--- src/epd_pkg.sv ---
package epd_pkg;
    // ****************************************
    // group geometry
    // ****************************************
    localparam int          EPD_SLOTS      = 8;     // words per fetch group
    localparam int          EPD_WORD_W     = 32;    // instruction width
    localparam int          EPD_SLOT_IDX_W = 3;     // slot index width
    localparam int          EPD_CHAIN_BIT  = 0;     // parallel chain bit position
    localparam int          EPD_SLOT_LSB   = 2;     // byte addr bit of slot index
    localparam int          EPD_SLOT_MSB   = 4;     // top byte addr bit of slot index
    localparam int          EPD_ADDR_W     = 32;    // byte address width
    localparam logic [7:0]  EPD_MASK_NONE  = 8'h00; // empty slot mask
    localparam logic [31:0] EPD_WORD_ZERO  = 32'h0000_0000; // idle word value
endpackage : epd_pkg

--- src/epd_group_split.sv ---
`timescale 1ns/10ps
// combinational: from a pending slot mask, pick the next issue group
module epd_group_split
    import epd_pkg::*;
(
    input  wire logic [EPD_SLOTS-1:0] pending_i, // slots still to issue
    input  wire logic [EPD_SLOTS-1:0] chain_i,   // chain bit of each slot
    output logic      [EPD_SLOTS-1:0] group_o,   // slots issued this cycle
    output logic      [EPD_SLOTS-1:0] rest_o     // slots left afterwards
);
    // ****************************************
    // ascending scan
    // ****************************************
    // scan low to high: start at first pending slot, extend while chain is 1
    always_comb begin
        logic started;
        logic open;
        started = 1'b0;
        open    = 1'b0;
        group_o = EPD_MASK_NONE;
        for (int k = 0; k < EPD_SLOTS; k++) begin
            if (!started && pending_i[k]) begin
                started    = 1'b1;
                open       = 1'b1;
                group_o[k] = 1'b1;
            end else if (open && pending_i[k]) begin
                group_o[k] = 1'b1;
            end else begin
                open = 1'b0;
            end
            // a zero chain bit closes the group here
            if (open && !chain_i[k]) begin
                open = 1'b0;
            end
        end
        // the loop ends at slot 7, so a group never runs into the next fetch
        rest_o = pending_i & ~group_o;
    end
endmodule // epd_group_split

--- src/epd_dispatch.sv ---
`timescale 1ns/10ps
// ****************************************
// ****************************************
module epd_dispatch
    import epd_pkg::*;
(
    input  wire logic                            clk_i,       // 200 MHz core clock
    input  wire logic                            reset_n_i,   // async core reset, low
    input  wire logic                            fetch_vld_i, // fetch group offered
    input  wire logic [EPD_ADDR_W-1:0]           fetch_adr_i, // byte address (entry/target)
    input  wire logic [EPD_SLOTS*EPD_WORD_W-1:0] fetch_dat_i, // eight words, slot 0 low
    output logic                                 fetch_rdy_o, // ready for a new group
    output logic                                 issue_vld_o, // issue group valid
    output logic      [EPD_SLOTS-1:0]            issue_msk_o, // slots issued this cycle
    output logic      [EPD_SLOTS*EPD_WORD_W-1:0] issue_dat_o, // words, unissued zeroed
    output logic                                 issue_lst_o, // last group of fetch
    output logic                                 align_err_o  // misaligned group seen
);
    // ****************************************
    // reset release
    // ****************************************
    logic       rst_q1; // first release stage
    logic       rst_n;  // released reset used inside

    // two flops so release is clean against clk_i
    // the rest of the block resets on rst_n, so its release lands on an edge
    always_ff @(posedge clk_i or negedge reset_n_i) begin
        if (!reset_n_i) begin
            rst_q1 <= 1'b0;
            rst_n  <= 1'b0;
        end else begin
            rst_q1 <= 1'b1;
            rst_n  <= rst_q1;
        end
    end

    // ****************************************
    // state
    // ****************************************
    // one-hot codes: a stray code falls to the default branch
    typedef enum logic [1:0] {
        EPD_IDLE  = 2'b01, // waiting for a fetch group
        EPD_ISSUE = 2'b10  // splitting the held group
    } epd_state_e;

    epd_state_e                       state;      // current phase
    logic [EPD_SLOTS*EPD_WORD_W-1:0]  words;      // held fetch group
    logic [EPD_SLOTS-1:0]             pending;    // slots not yet issued
    logic [EPD_SLOTS-1:0]             chain;      // chain bits of held group
    logic [EPD_SLOTS-1:0]             entry_msk;  // slots at or above entry
    logic [EPD_SLOTS-1:0]             src_pend;   // mask fed to the splitter
    logic [EPD_SLOTS-1:0]             src_chain;  // chain fed to the splitter
    logic [EPD_SLOTS-1:0]             grp;        // group chosen this cycle
    logic [EPD_SLOTS-1:0]             rest;       // slots left after it
    logic [EPD_SLOTS*EPD_WORD_W-1:0]  src_words;  // words fed to issue
    logic [EPD_SLOTS*EPD_WORD_W-1:0]  next_dat;   // masked issue words
    logic [EPD_SLOT_IDX_W-1:0]        entry_slot; // slot of fetch address
    logic                             take;       // new group accepted
    logic                             busy;       // a group is being issued
    logic [EPD_SLOTS-1:0]             in_chain;   // chain bits of incoming

    // slot index from byte address bits 4:2
    assign entry_slot = fetch_adr_i[EPD_SLOT_MSB:EPD_SLOT_LSB];
    // issuing from the held copy
    assign busy       = (state == EPD_ISSUE);
    // only whole eight-word groups are accepted, one per handshake
    assign take       = fetch_vld_i && fetch_rdy_o;

    // ****************************************
    // per-slot decode
    // ****************************************
    // one copy per slot keeps the eight lanes identical
    genvar gi;
    generate
        for (gi = 0; gi < EPD_SLOTS; gi++) begin : g_slot
            // chain bit is bit 0 of each word
            assign in_chain[gi]  = fetch_dat_i[gi*EPD_WORD_W + EPD_CHAIN_BIT];
            // slots below a branch target are dropped
            assign entry_msk[gi] = (EPD_SLOT_IDX_W'(gi) >= entry_slot);
            // unissued slots go out as zero so no unit sees a stale word
            assign next_dat[gi*EPD_WORD_W +: EPD_WORD_W] =
                grp[gi] ? src_words[gi*EPD_WORD_W +: EPD_WORD_W] : EPD_WORD_ZERO;
        end
    endgenerate

    // new group: pending is rebuilt from entry only, old chain ignored
    // while draining, the held copy feeds the splitter; the bus may hold the next group
    assign src_pend  = busy ? pending : entry_msk;
    assign src_chain = busy ? chain   : in_chain;
    assign src_words = busy ? words   : fetch_dat_i;

    // ****************************************
    // group splitter
    // ****************************************
    // one combinational scan serves the accept cycle and every drain cycle
    epd_group_split u_split (
        .pending_i (src_pend),
        .chain_i   (src_chain),
        .group_o   (grp),
        .rest_o    (rest)
    );

    // ****************************************
    // hold the fetch group
    // ****************************************
    // phase: first group issues in the accept cycle, the rest one a cycle
    always_ff @(posedge clk_i or negedge rst_n) begin
        if (!rst_n) begin
            state <= EPD_IDLE;
        end else begin
            case (state)
                EPD_IDLE: begin                                  // nothing held
                    // more slots left: keep issuing one group a cycle
                    if (take && (rest != EPD_MASK_NONE)) begin
                        state <= EPD_ISSUE;
                    end
                end
                EPD_ISSUE: begin                                 // draining held group
                    // last group chosen: free for the next fetch
                    if (rest == EPD_MASK_NONE) begin
                        state <= EPD_IDLE;
                    end
                end
                default: begin                                   // illegal code
                    state <= EPD_IDLE;
                end
            endcase
        end
    end

    // words and chain bits are captured once, at the accept edge;
    // the source may change the bus as soon as it sees the take
    always_ff @(posedge clk_i or negedge rst_n) begin
        if (!rst_n) begin
            words <= '0;
            chain <= EPD_MASK_NONE;
        end else if (take) begin                                 // new group accepted
            words <= fetch_dat_i;
            chain <= in_chain;
        end
    end

    // slots still owed: what the splitter left, only while a group is live
    always_ff @(posedge clk_i or negedge rst_n) begin
        if (!rst_n) begin
            pending <= EPD_MASK_NONE;
        end else if (take || busy) begin                         // a group was chosen
            pending <= rest;
        end
    end

    // ****************************************
    // fetch handshake
    // ****************************************
    // ready only when the last group is going out or nothing is held;
    // registered, but raised in the last drain cycle, so no bubble cycle follows a multi-group fetch
    always_ff @(posedge clk_i or negedge rst_n) begin
        if (!rst_n) begin
            fetch_rdy_o <= 1'b0;
        end else if (take) begin
            // accepted: stay ready only if it was a single group
            fetch_rdy_o <= (rest == EPD_MASK_NONE);
        end else if (busy) begin
            // draining: ready again as the last group goes out
            fetch_rdy_o <= (rest == EPD_MASK_NONE);
        end else begin
            // idle and nothing held
            fetch_rdy_o <= 1'b1;
        end
    end

    // ****************************************
    // issue outputs
    // ****************************************
    // one group per cycle, one to eight slots, registered
    always_ff @(posedge clk_i or negedge rst_n) begin
        if (!rst_n) begin
            issue_vld_o <= 1'b0;
            issue_msk_o <= EPD_MASK_NONE;
            issue_dat_o <= '0;
            issue_lst_o <= 1'b0;
        end else if (take || busy) begin
            // a group is chosen in every accept and drain cycle
            issue_vld_o <= (grp != EPD_MASK_NONE);
            issue_msk_o <= grp;
            issue_dat_o <= next_dat;
            issue_lst_o <= (rest == EPD_MASK_NONE);
        end else begin
            // no group: all quiet, so no unit acts twice on one word
            issue_vld_o <= 1'b0;
            issue_msk_o <= EPD_MASK_NONE;
            issue_dat_o <= '0;
            issue_lst_o <= 1'b0;
        end
    end

    // ****************************************
    // alignment check
    // ****************************************
    // sticky flag: a group with nonzero bits 1:0 means a broken fetch
    // only bits 1:0 are judged; bits 4:2 are the entry slot, not an error
    // set-only until reset, so no set/clear collision can arise
    always_ff @(posedge clk_i or negedge rst_n) begin
        if (!rst_n) begin
            align_err_o <= 1'b0;
        end else if (take && (fetch_adr_i[EPD_SLOT_LSB-1:0] != 2'b00)) begin
            align_err_o <= 1'b1;
        end
    end
endmodule // epd_dispatch

--- config.mk ---
export PLATFORM = sky130hd
export DESIGN_NAME = epd_dispatch
export DESIGN_NICKNAME = d
export VERILOG_FILES = /design/src/epd_pkg.sv /design/src/epd_group_split.sv /design/src/epd_dispatch.sv
export SDC_FILE = /design/constraint.sdc
export NUM_CORES = 1
export LEC_CHECK = 0
export ABC_AREA = 1
export ABC_CLOCK_PERIOD_IN_PS = 18960
export BUFFER_PORTS_ARGS = -buffer_cell sky130_fd_sc_hd__buf_2
export CELL_PAD_IN_SITES_DETAIL_PLACEMENT = 0
export CELL_PAD_IN_SITES_GLOBAL_PLACEMENT = 1
export CORE_MARGIN = 3
export CORE_UTILIZATION = 35
export CTS_CLUSTER_SIZE = 8
export DETAILED_ROUTE_END_ITERATION = 10
export GPL_TIMING_DRIVEN = 1
export PLACE_DENSITY = 0.8
export SLEW_MARGIN = 20
export SYNTH_ARGS = -nofsm -noshare
export SYNTH_HDL_FRONTEND = slang
export SYNTH_HIERARCHICAL = 1
export SYNTH_SLANG_ARGS = --single-unit
--- constraint.sdc ---
create_clock -name clk_i -period 18.96 [get_ports clk_i]
set_input_delay 1.896 -clock clk_i [delete_from_list [all_inputs] [get_ports clk_i]]
set_output_delay 1.896 -clock clk_i [all_outputs]
set_load 0.005 [all_outputs]
* Word level (Yosys, flattened, before mapping)
Cells that the tools add are included. Widths: inputs -> output; s select.
Storage, ports and cells: register bits after elaboration 543, bits of input ports 291, output and inout port bits 268
Cells by class: $lt $le $gt $ge 8, equality and inequality tests 4, multiplexer cells 60, bitwise logic cells 2, reductions and logical operators 44
Operator list (number):
- $mux 256 | 2
- $mux 32 | 8
- $mux 1 | 44
- $logic_and 1x1->1 | 24
- $mux 8 | 2
- $reduce_bool 8->1 | 2
- $logic_not 1->1 | 14
- $ge 3x3->1 const A | 4
- $and 8x8->8 | 1
- $logic_not 8->1 | 1
- $not 8->8 | 1
- $mux 7 | 1
- $ge 1x3->1 const A | 2
- $ge 2x3->1 const A | 2
- $mux 2 | 2
- $pmux 2 s2 | 1
- $eq 2x1->1 const B | 1
- $eq 2x2->1 const B | 1
- $ne 2x1->1 const B | 1
- $ne 2x2->1 const B | 1
- $reduce_and 2->1 | 1
- $reduce_bool 2->1 | 1
- $logic_or 1x1->1 | 1

* Logic depth before layout (Yosys ltp)
depth in word-level cells 44, depth in mapped cells 27, depth with buffers taken out 25

* Hierarchy
Netlist, hierarchy kept.
Modules (own cells, without submodules):
- epd_dispatch | times used 1, cells each 2846, area an instance 22740.6 um^2
- epd_group_split | times used 1, cells each 53, area an instance 269.0 um^2

* Least setup slack after synthesis
OpenSTA, ideal clock, no wires.
path type input to register, start point input fetch_adr_i[4], end point register issue_dat_o[226], arrival time 3.601 ns, required time 18.889 ns, path slack 15.288 ns, stages 18, path buffers 1, path through inv_1 -> nand2_1 -> o22ai_1 -> or2_4 -> nand2_2 -> nand3_2 -> nand2_2 -> nand3_2 -> nand2_2 -> nand3_2 -> nand2_2 -> nand3_2 -> nand2_2 -> nand4_1 -> nand2_1 -> nand2_1 -> buf_2 -> nor2_1
Between the ends: cells in the longest elaborated chain, start to end 40
Ends and longest elaborated chain:
- start, declared | RTL line epd_dispatch.sv:10 | input wire logic [EPD_ADDR_W-1:0] fetch_adr_i,
- $ge 1x3->1 (*) | RTL line epd_dispatch.sv:79 | assign entry_msk[gi] = (EPD_SLOT_IDX_W'(gi) >= entry_slot);
- $mux 8 (*) | RTL line epd_dispatch.sv:88 | assign src_pend = busy ? pending : entry_msk;
- via src_pend[0] | RTL line epd_dispatch.sv:51 | logic [EPD_SLOTS-1:0] src_pend;
- $mux 1 (*) | RTL line epd_group_split.sv:22 | if (!started && pending_i[k]) begin
- $logic_and 1x1->1 | RTL line epd_group_split.sv:32 | if (open && !chain_i[k]) begin
- $mux 1 | RTL line epd_group_split.sv:32
- $logic_and 1x1->1 | RTL line epd_group_split.sv:26 | end else if (open && pending_i[k]) begin
- $mux 1 | RTL line epd_group_split.sv:26
- [26 not listed]
- $logic_and 1x1->1 | RTL line epd_group_split.sv:32
- $mux 1 | RTL line epd_group_split.sv:32
- $logic_and 1x1->1 | RTL line epd_group_split.sv:26
- $mux 1 | RTL line epd_group_split.sv:26
- $mux 1 (*) | RTL line epd_group_split.sv:22
- via grp[7] | RTL line epd_dispatch.sv:53 | logic [EPD_SLOTS-1:0] grp;
- $mux 32 (*) | RTL line epd_dispatch.sv:82 | grp[gi] ? src_words[gi*EPD_WORD_W +: EPD_WORD_W] : EPD_WORD_ZERO;
- $mux 256 (*) | RTL line epd_dispatch.sv:182 | end else if (take || busy) begin
- end signal, assigned | RTL line epd_dispatch.sv:186 | issue_dat_o <= next_dat;
- end, declared | RTL line epd_dispatch.sv:15 | output logic [EPD_SLOTS*EPD_WORD_W-1:0] issue_dat_o,
Mark *: on every way through the listed nets, which the timed path passes. The rest lies on a longest branch. A chain may end at the register's enable or synchronous reset.

* Final worst setup path
start point input fetch_vld_i, end point register words[135]
Between the ends: cells in the longest elaborated chain, start to end 1
Ends and longest elaborated chain:
- start, declared | RTL line epd_dispatch.sv:9 | input wire logic fetch_vld_i,
- $logic_and 1x1->1 | RTL line epd_dispatch.sv:67 | assign take = fetch_vld_i && fetch_rdy_o;
- end signal, assigned | RTL line epd_dispatch.sv:138 | words <= fetch_dat_i;
- end, declared | RTL line epd_dispatch.sv:47 | logic [EPD_SLOTS*EPD_WORD_W-1:0] words;
No other way between the ends.

==> results.txt <==
After routing, the total negative slack on setup checks comes to 0 ps. Type of the worst setup path: in -> reg. Net count after synthesis: 3,189. The horizontal extent of the die is 262 um. The tools report the nature of the critical path endpoint as a flip-flop. The count of input and output buffers works out to 531.

The path with the worst hold slack has its endpoint at rst_n$_DFF_PN0_. Once detail routing completed, the nets flagged for antenna violations numbered 0. The count of buffering cells on the critical path with inverters included was 4; the count of hold buffers inserted by post-cts repair was 0. The first global-routing pass estimated 108,000 um of wire.

The layout has 6,628 filler cells. The tool flagged a number of max-cap violations equal to 0. On the final layout, the worst clock skew is 17.8 ps. STA classifies the critical path startpoint as an input pin.

On the critical path the largest part of the delay comes from buffers and inverters. Once detailed placement completed, the half-perimeter wirelength came to 42,900 um. The site row count is 93, and the instance count of the mapped netlist is 2,898. The run gives 0.0688 mm2 as the die area.

The leading cell type in the layout, fill and taps excluded was sky130_fd_sc_hd__nand2_1. At the placement stage, the worst setup path has a slack of 13,780 ps. The clock period could shrink to 4520 ps. In this run the worst path has a maximum fanout of 97.

The tools report the number of global-route vias before repair as 18,400. The met1 track demand over resource in global routing is 0.250, and the maximum vdd drop is 80.6 uV. The run gives 6 as the number of synthesis warnings. After clock tree synthesis, the repair step resized 0 gates. In this run the number of H-tree levels came out at 3. The logs give 0.317 for the worst relative slew slack and 14,440 ps for the minimum setup slack in the final design. Measured slew at the worst slew-check pin: 1020 ps. The endpoint identified for the worst register-to-register timing path is words[144]$_DFFE_PN0P_.

Using the TritonRoute via totals, the vias-per-cell ratio works out to 4.54. The global router's overall resource usage came out at 0.196. Share of the clock period used by the worst path: 0.239. The detailed router placed 19,300 vias in this run. For the count of pins on the block boundary, the log shows 559. The logs give 0.0527 for the met3 usage in global routing and 600 ps for the later-pin clock latency in the skew report. Walking the worst path, the cells encountered are buf_2 > nand2_8 > inv_8 > buf_4 > buf_4 > nand2_1 > nand2_1. Summing every instance area after synthesis gives 0.0230 mm2. Number of hold violations in the final report: 0. After detailed routing, the number of remaining DRC violations is 0.

The top cell types in the final layout, fill and taps aside, are sky130_fd_sc_hd__nand2_1 (1,298), sky130_fd_sc_hd__dfrtp_1 (533), sky130_fd_sc_hd__buf_2 (531). The number of clock sinks is 536, and the timing-limited maximum frequency is 0.221 GHz. Setup repair after global routing left no endpoint under its margin. Data arrives at the worst endpoint at 5050 ps. Entering global routing, the biggest net connects 146 pins.

The total overflow left after global routing is 0. The congestion estimate from routability-driven global placement came to 0.812. The area added between synthesis and finish was 22.7%; the total routed wirelength was 69,100 um. The count of routing violations after the opening detailed-route iteration is 1,638, and the area inside the core boundary is 0.0647 mm2.

The worst hold path stage count came out at 0. The worst register-to-register path begins at rst_n$_DFF_PN0_. The clock passes through at most 3 buffers.

The number of clock buffers added by TritonCTS is 78. The worst hold-check path type was reg -> reg. The number of search-and-repair iterations in the first detailed-routing pass was 5. CTS placed an instance of sky130_fd_sc_hd__clkbuf_16 at the clock tree root. Dividing the synthesized area by the synthesized cell count gives 7.94 um2. The end-of-flow core utilization is 0.436, and the number of buffers added for setup after CTS is 0.

For this design, the slowest cell found on the critical path is sky130_fd_sc_hd__buf_4. Data on the critical path is required at its endpoint by 19,490 ps. In this run the register-to-register setup slack is 14,850 ps. The max-slew violation count is 0, and the final setup violation count is 0. The effective utilization at floorplan came out at 0.356.

Mean routed wirelength per cell: 16.3 um. Largest stage delay on the critical path: 830 ps. The number of antenna violations at the first check in global routing is 29, and the depth of the worst register-to-register path is 4.

Clock-pin slew was measured on the worst setup and hold paths at 50 ps. The flow ran to the end, and the final reports show no timing, DRC or antenna violations. In this run the power density over the cells is 129 mW/mm2. For this design the static power due to leakage is 17.2 nW. TritonCTS built the clock tree.

In this run the most used layer during global routing was met2. The startpoint identified for the worst hold timing path is rst_q1$_DFF_PN0_. The fraction of layout cells with a size suffix above 1 is 0.200, and the met2 global-route usage is 0.313. After the last flow step, the layout net total stands at 3,655.

From bottom edge to top edge, the die measures 262 um.
## how the worst max path moves through the flow
stage                     from                      end  cells past startpoint
2_1_floorplan  rst_n$_DFF_PN0_  align_err_o$_DFFE_PN0P_                      0
3_3_place_gp       fetch_vld_i   words[126]$_DFFE_PN0P_                      7
3_5_place_dp       fetch_vld_i   words[135]$_DFFE_PN0P_                      7
4_1_cts            fetch_vld_i   words[168]$_DFFE_PN0P_                      7
5_1_grt        rst_n$_DFF_PN0_   words[133]$_DFFE_PN0P_                      4
6_report           fetch_vld_i   words[135]$_DFFE_PN0P_                      7
## through the flow
stage	total power [mW]	hold WS (ps)	std cells	area, um2
after floorplan	2.15	331	2898	23000
after global placement	2.41	338	4139	26100
after detailed placement	2.43	362	4139	26100
after CTS	3.70	374	4228	28200
after global routing	3.88	381	4247	28200
final	3.64	364	4253	28200
## state kept, by name, summed over array words and instances (netlist names)
name / cells
align_err_o: 1
fetch_rdy_o: 1
issue_dat_o: 256
issue_lst_o: 1
issue_msk_o: 8
issue_vld_o: 1
pending: 8
rst_n: 1
rst_q1: 1
state: 2
words: 256
## per-layer routing
| metal | vias to the layer above | part of all wire |
|---|---|---|
| met5 | - | 0.0012 |
| met4 | 12 | 0.042 |
| met3 | 163 | 0.062 |
| met2 | 549 | 0.47 |
| met1 | 9051 | 0.42 |
| li1 | 9537 | - |
## final cells by class
| cell class | count | area, um2 | area share |
|---|---|---|---|
| well taps | 855 | 1070 | 0.0379 |
| repair buffers | 555 | 2860 | 0.101 |
| diodes | 25 | 62.6 | 0.00222 |
| clock buffers | 82 | 2000 | 0.0708 |
| clock inverters | 7 | 92.6 | 0.00328 |
| flip-flops and latches | 536 | 13400 | 0.475 |
| inverters | 305 | 1160 | 0.0411 |
| multi-input cells | 1888 | 7570 | 0.268 |
## power by group
part / leakage, nW / switching (mW) / internal (mW) / total (mW)
registers: 7.00 / 0.130 / 1.38 / 1.51
clock network: 1.02 / 0.485 / 0.751 / 1.24
logic: 9.16 / 0.631 / 0.256 / 0.887
total: 17.2 / 1.25 / 2.39 / 3.64
Power figures use the tool's default switching activity.
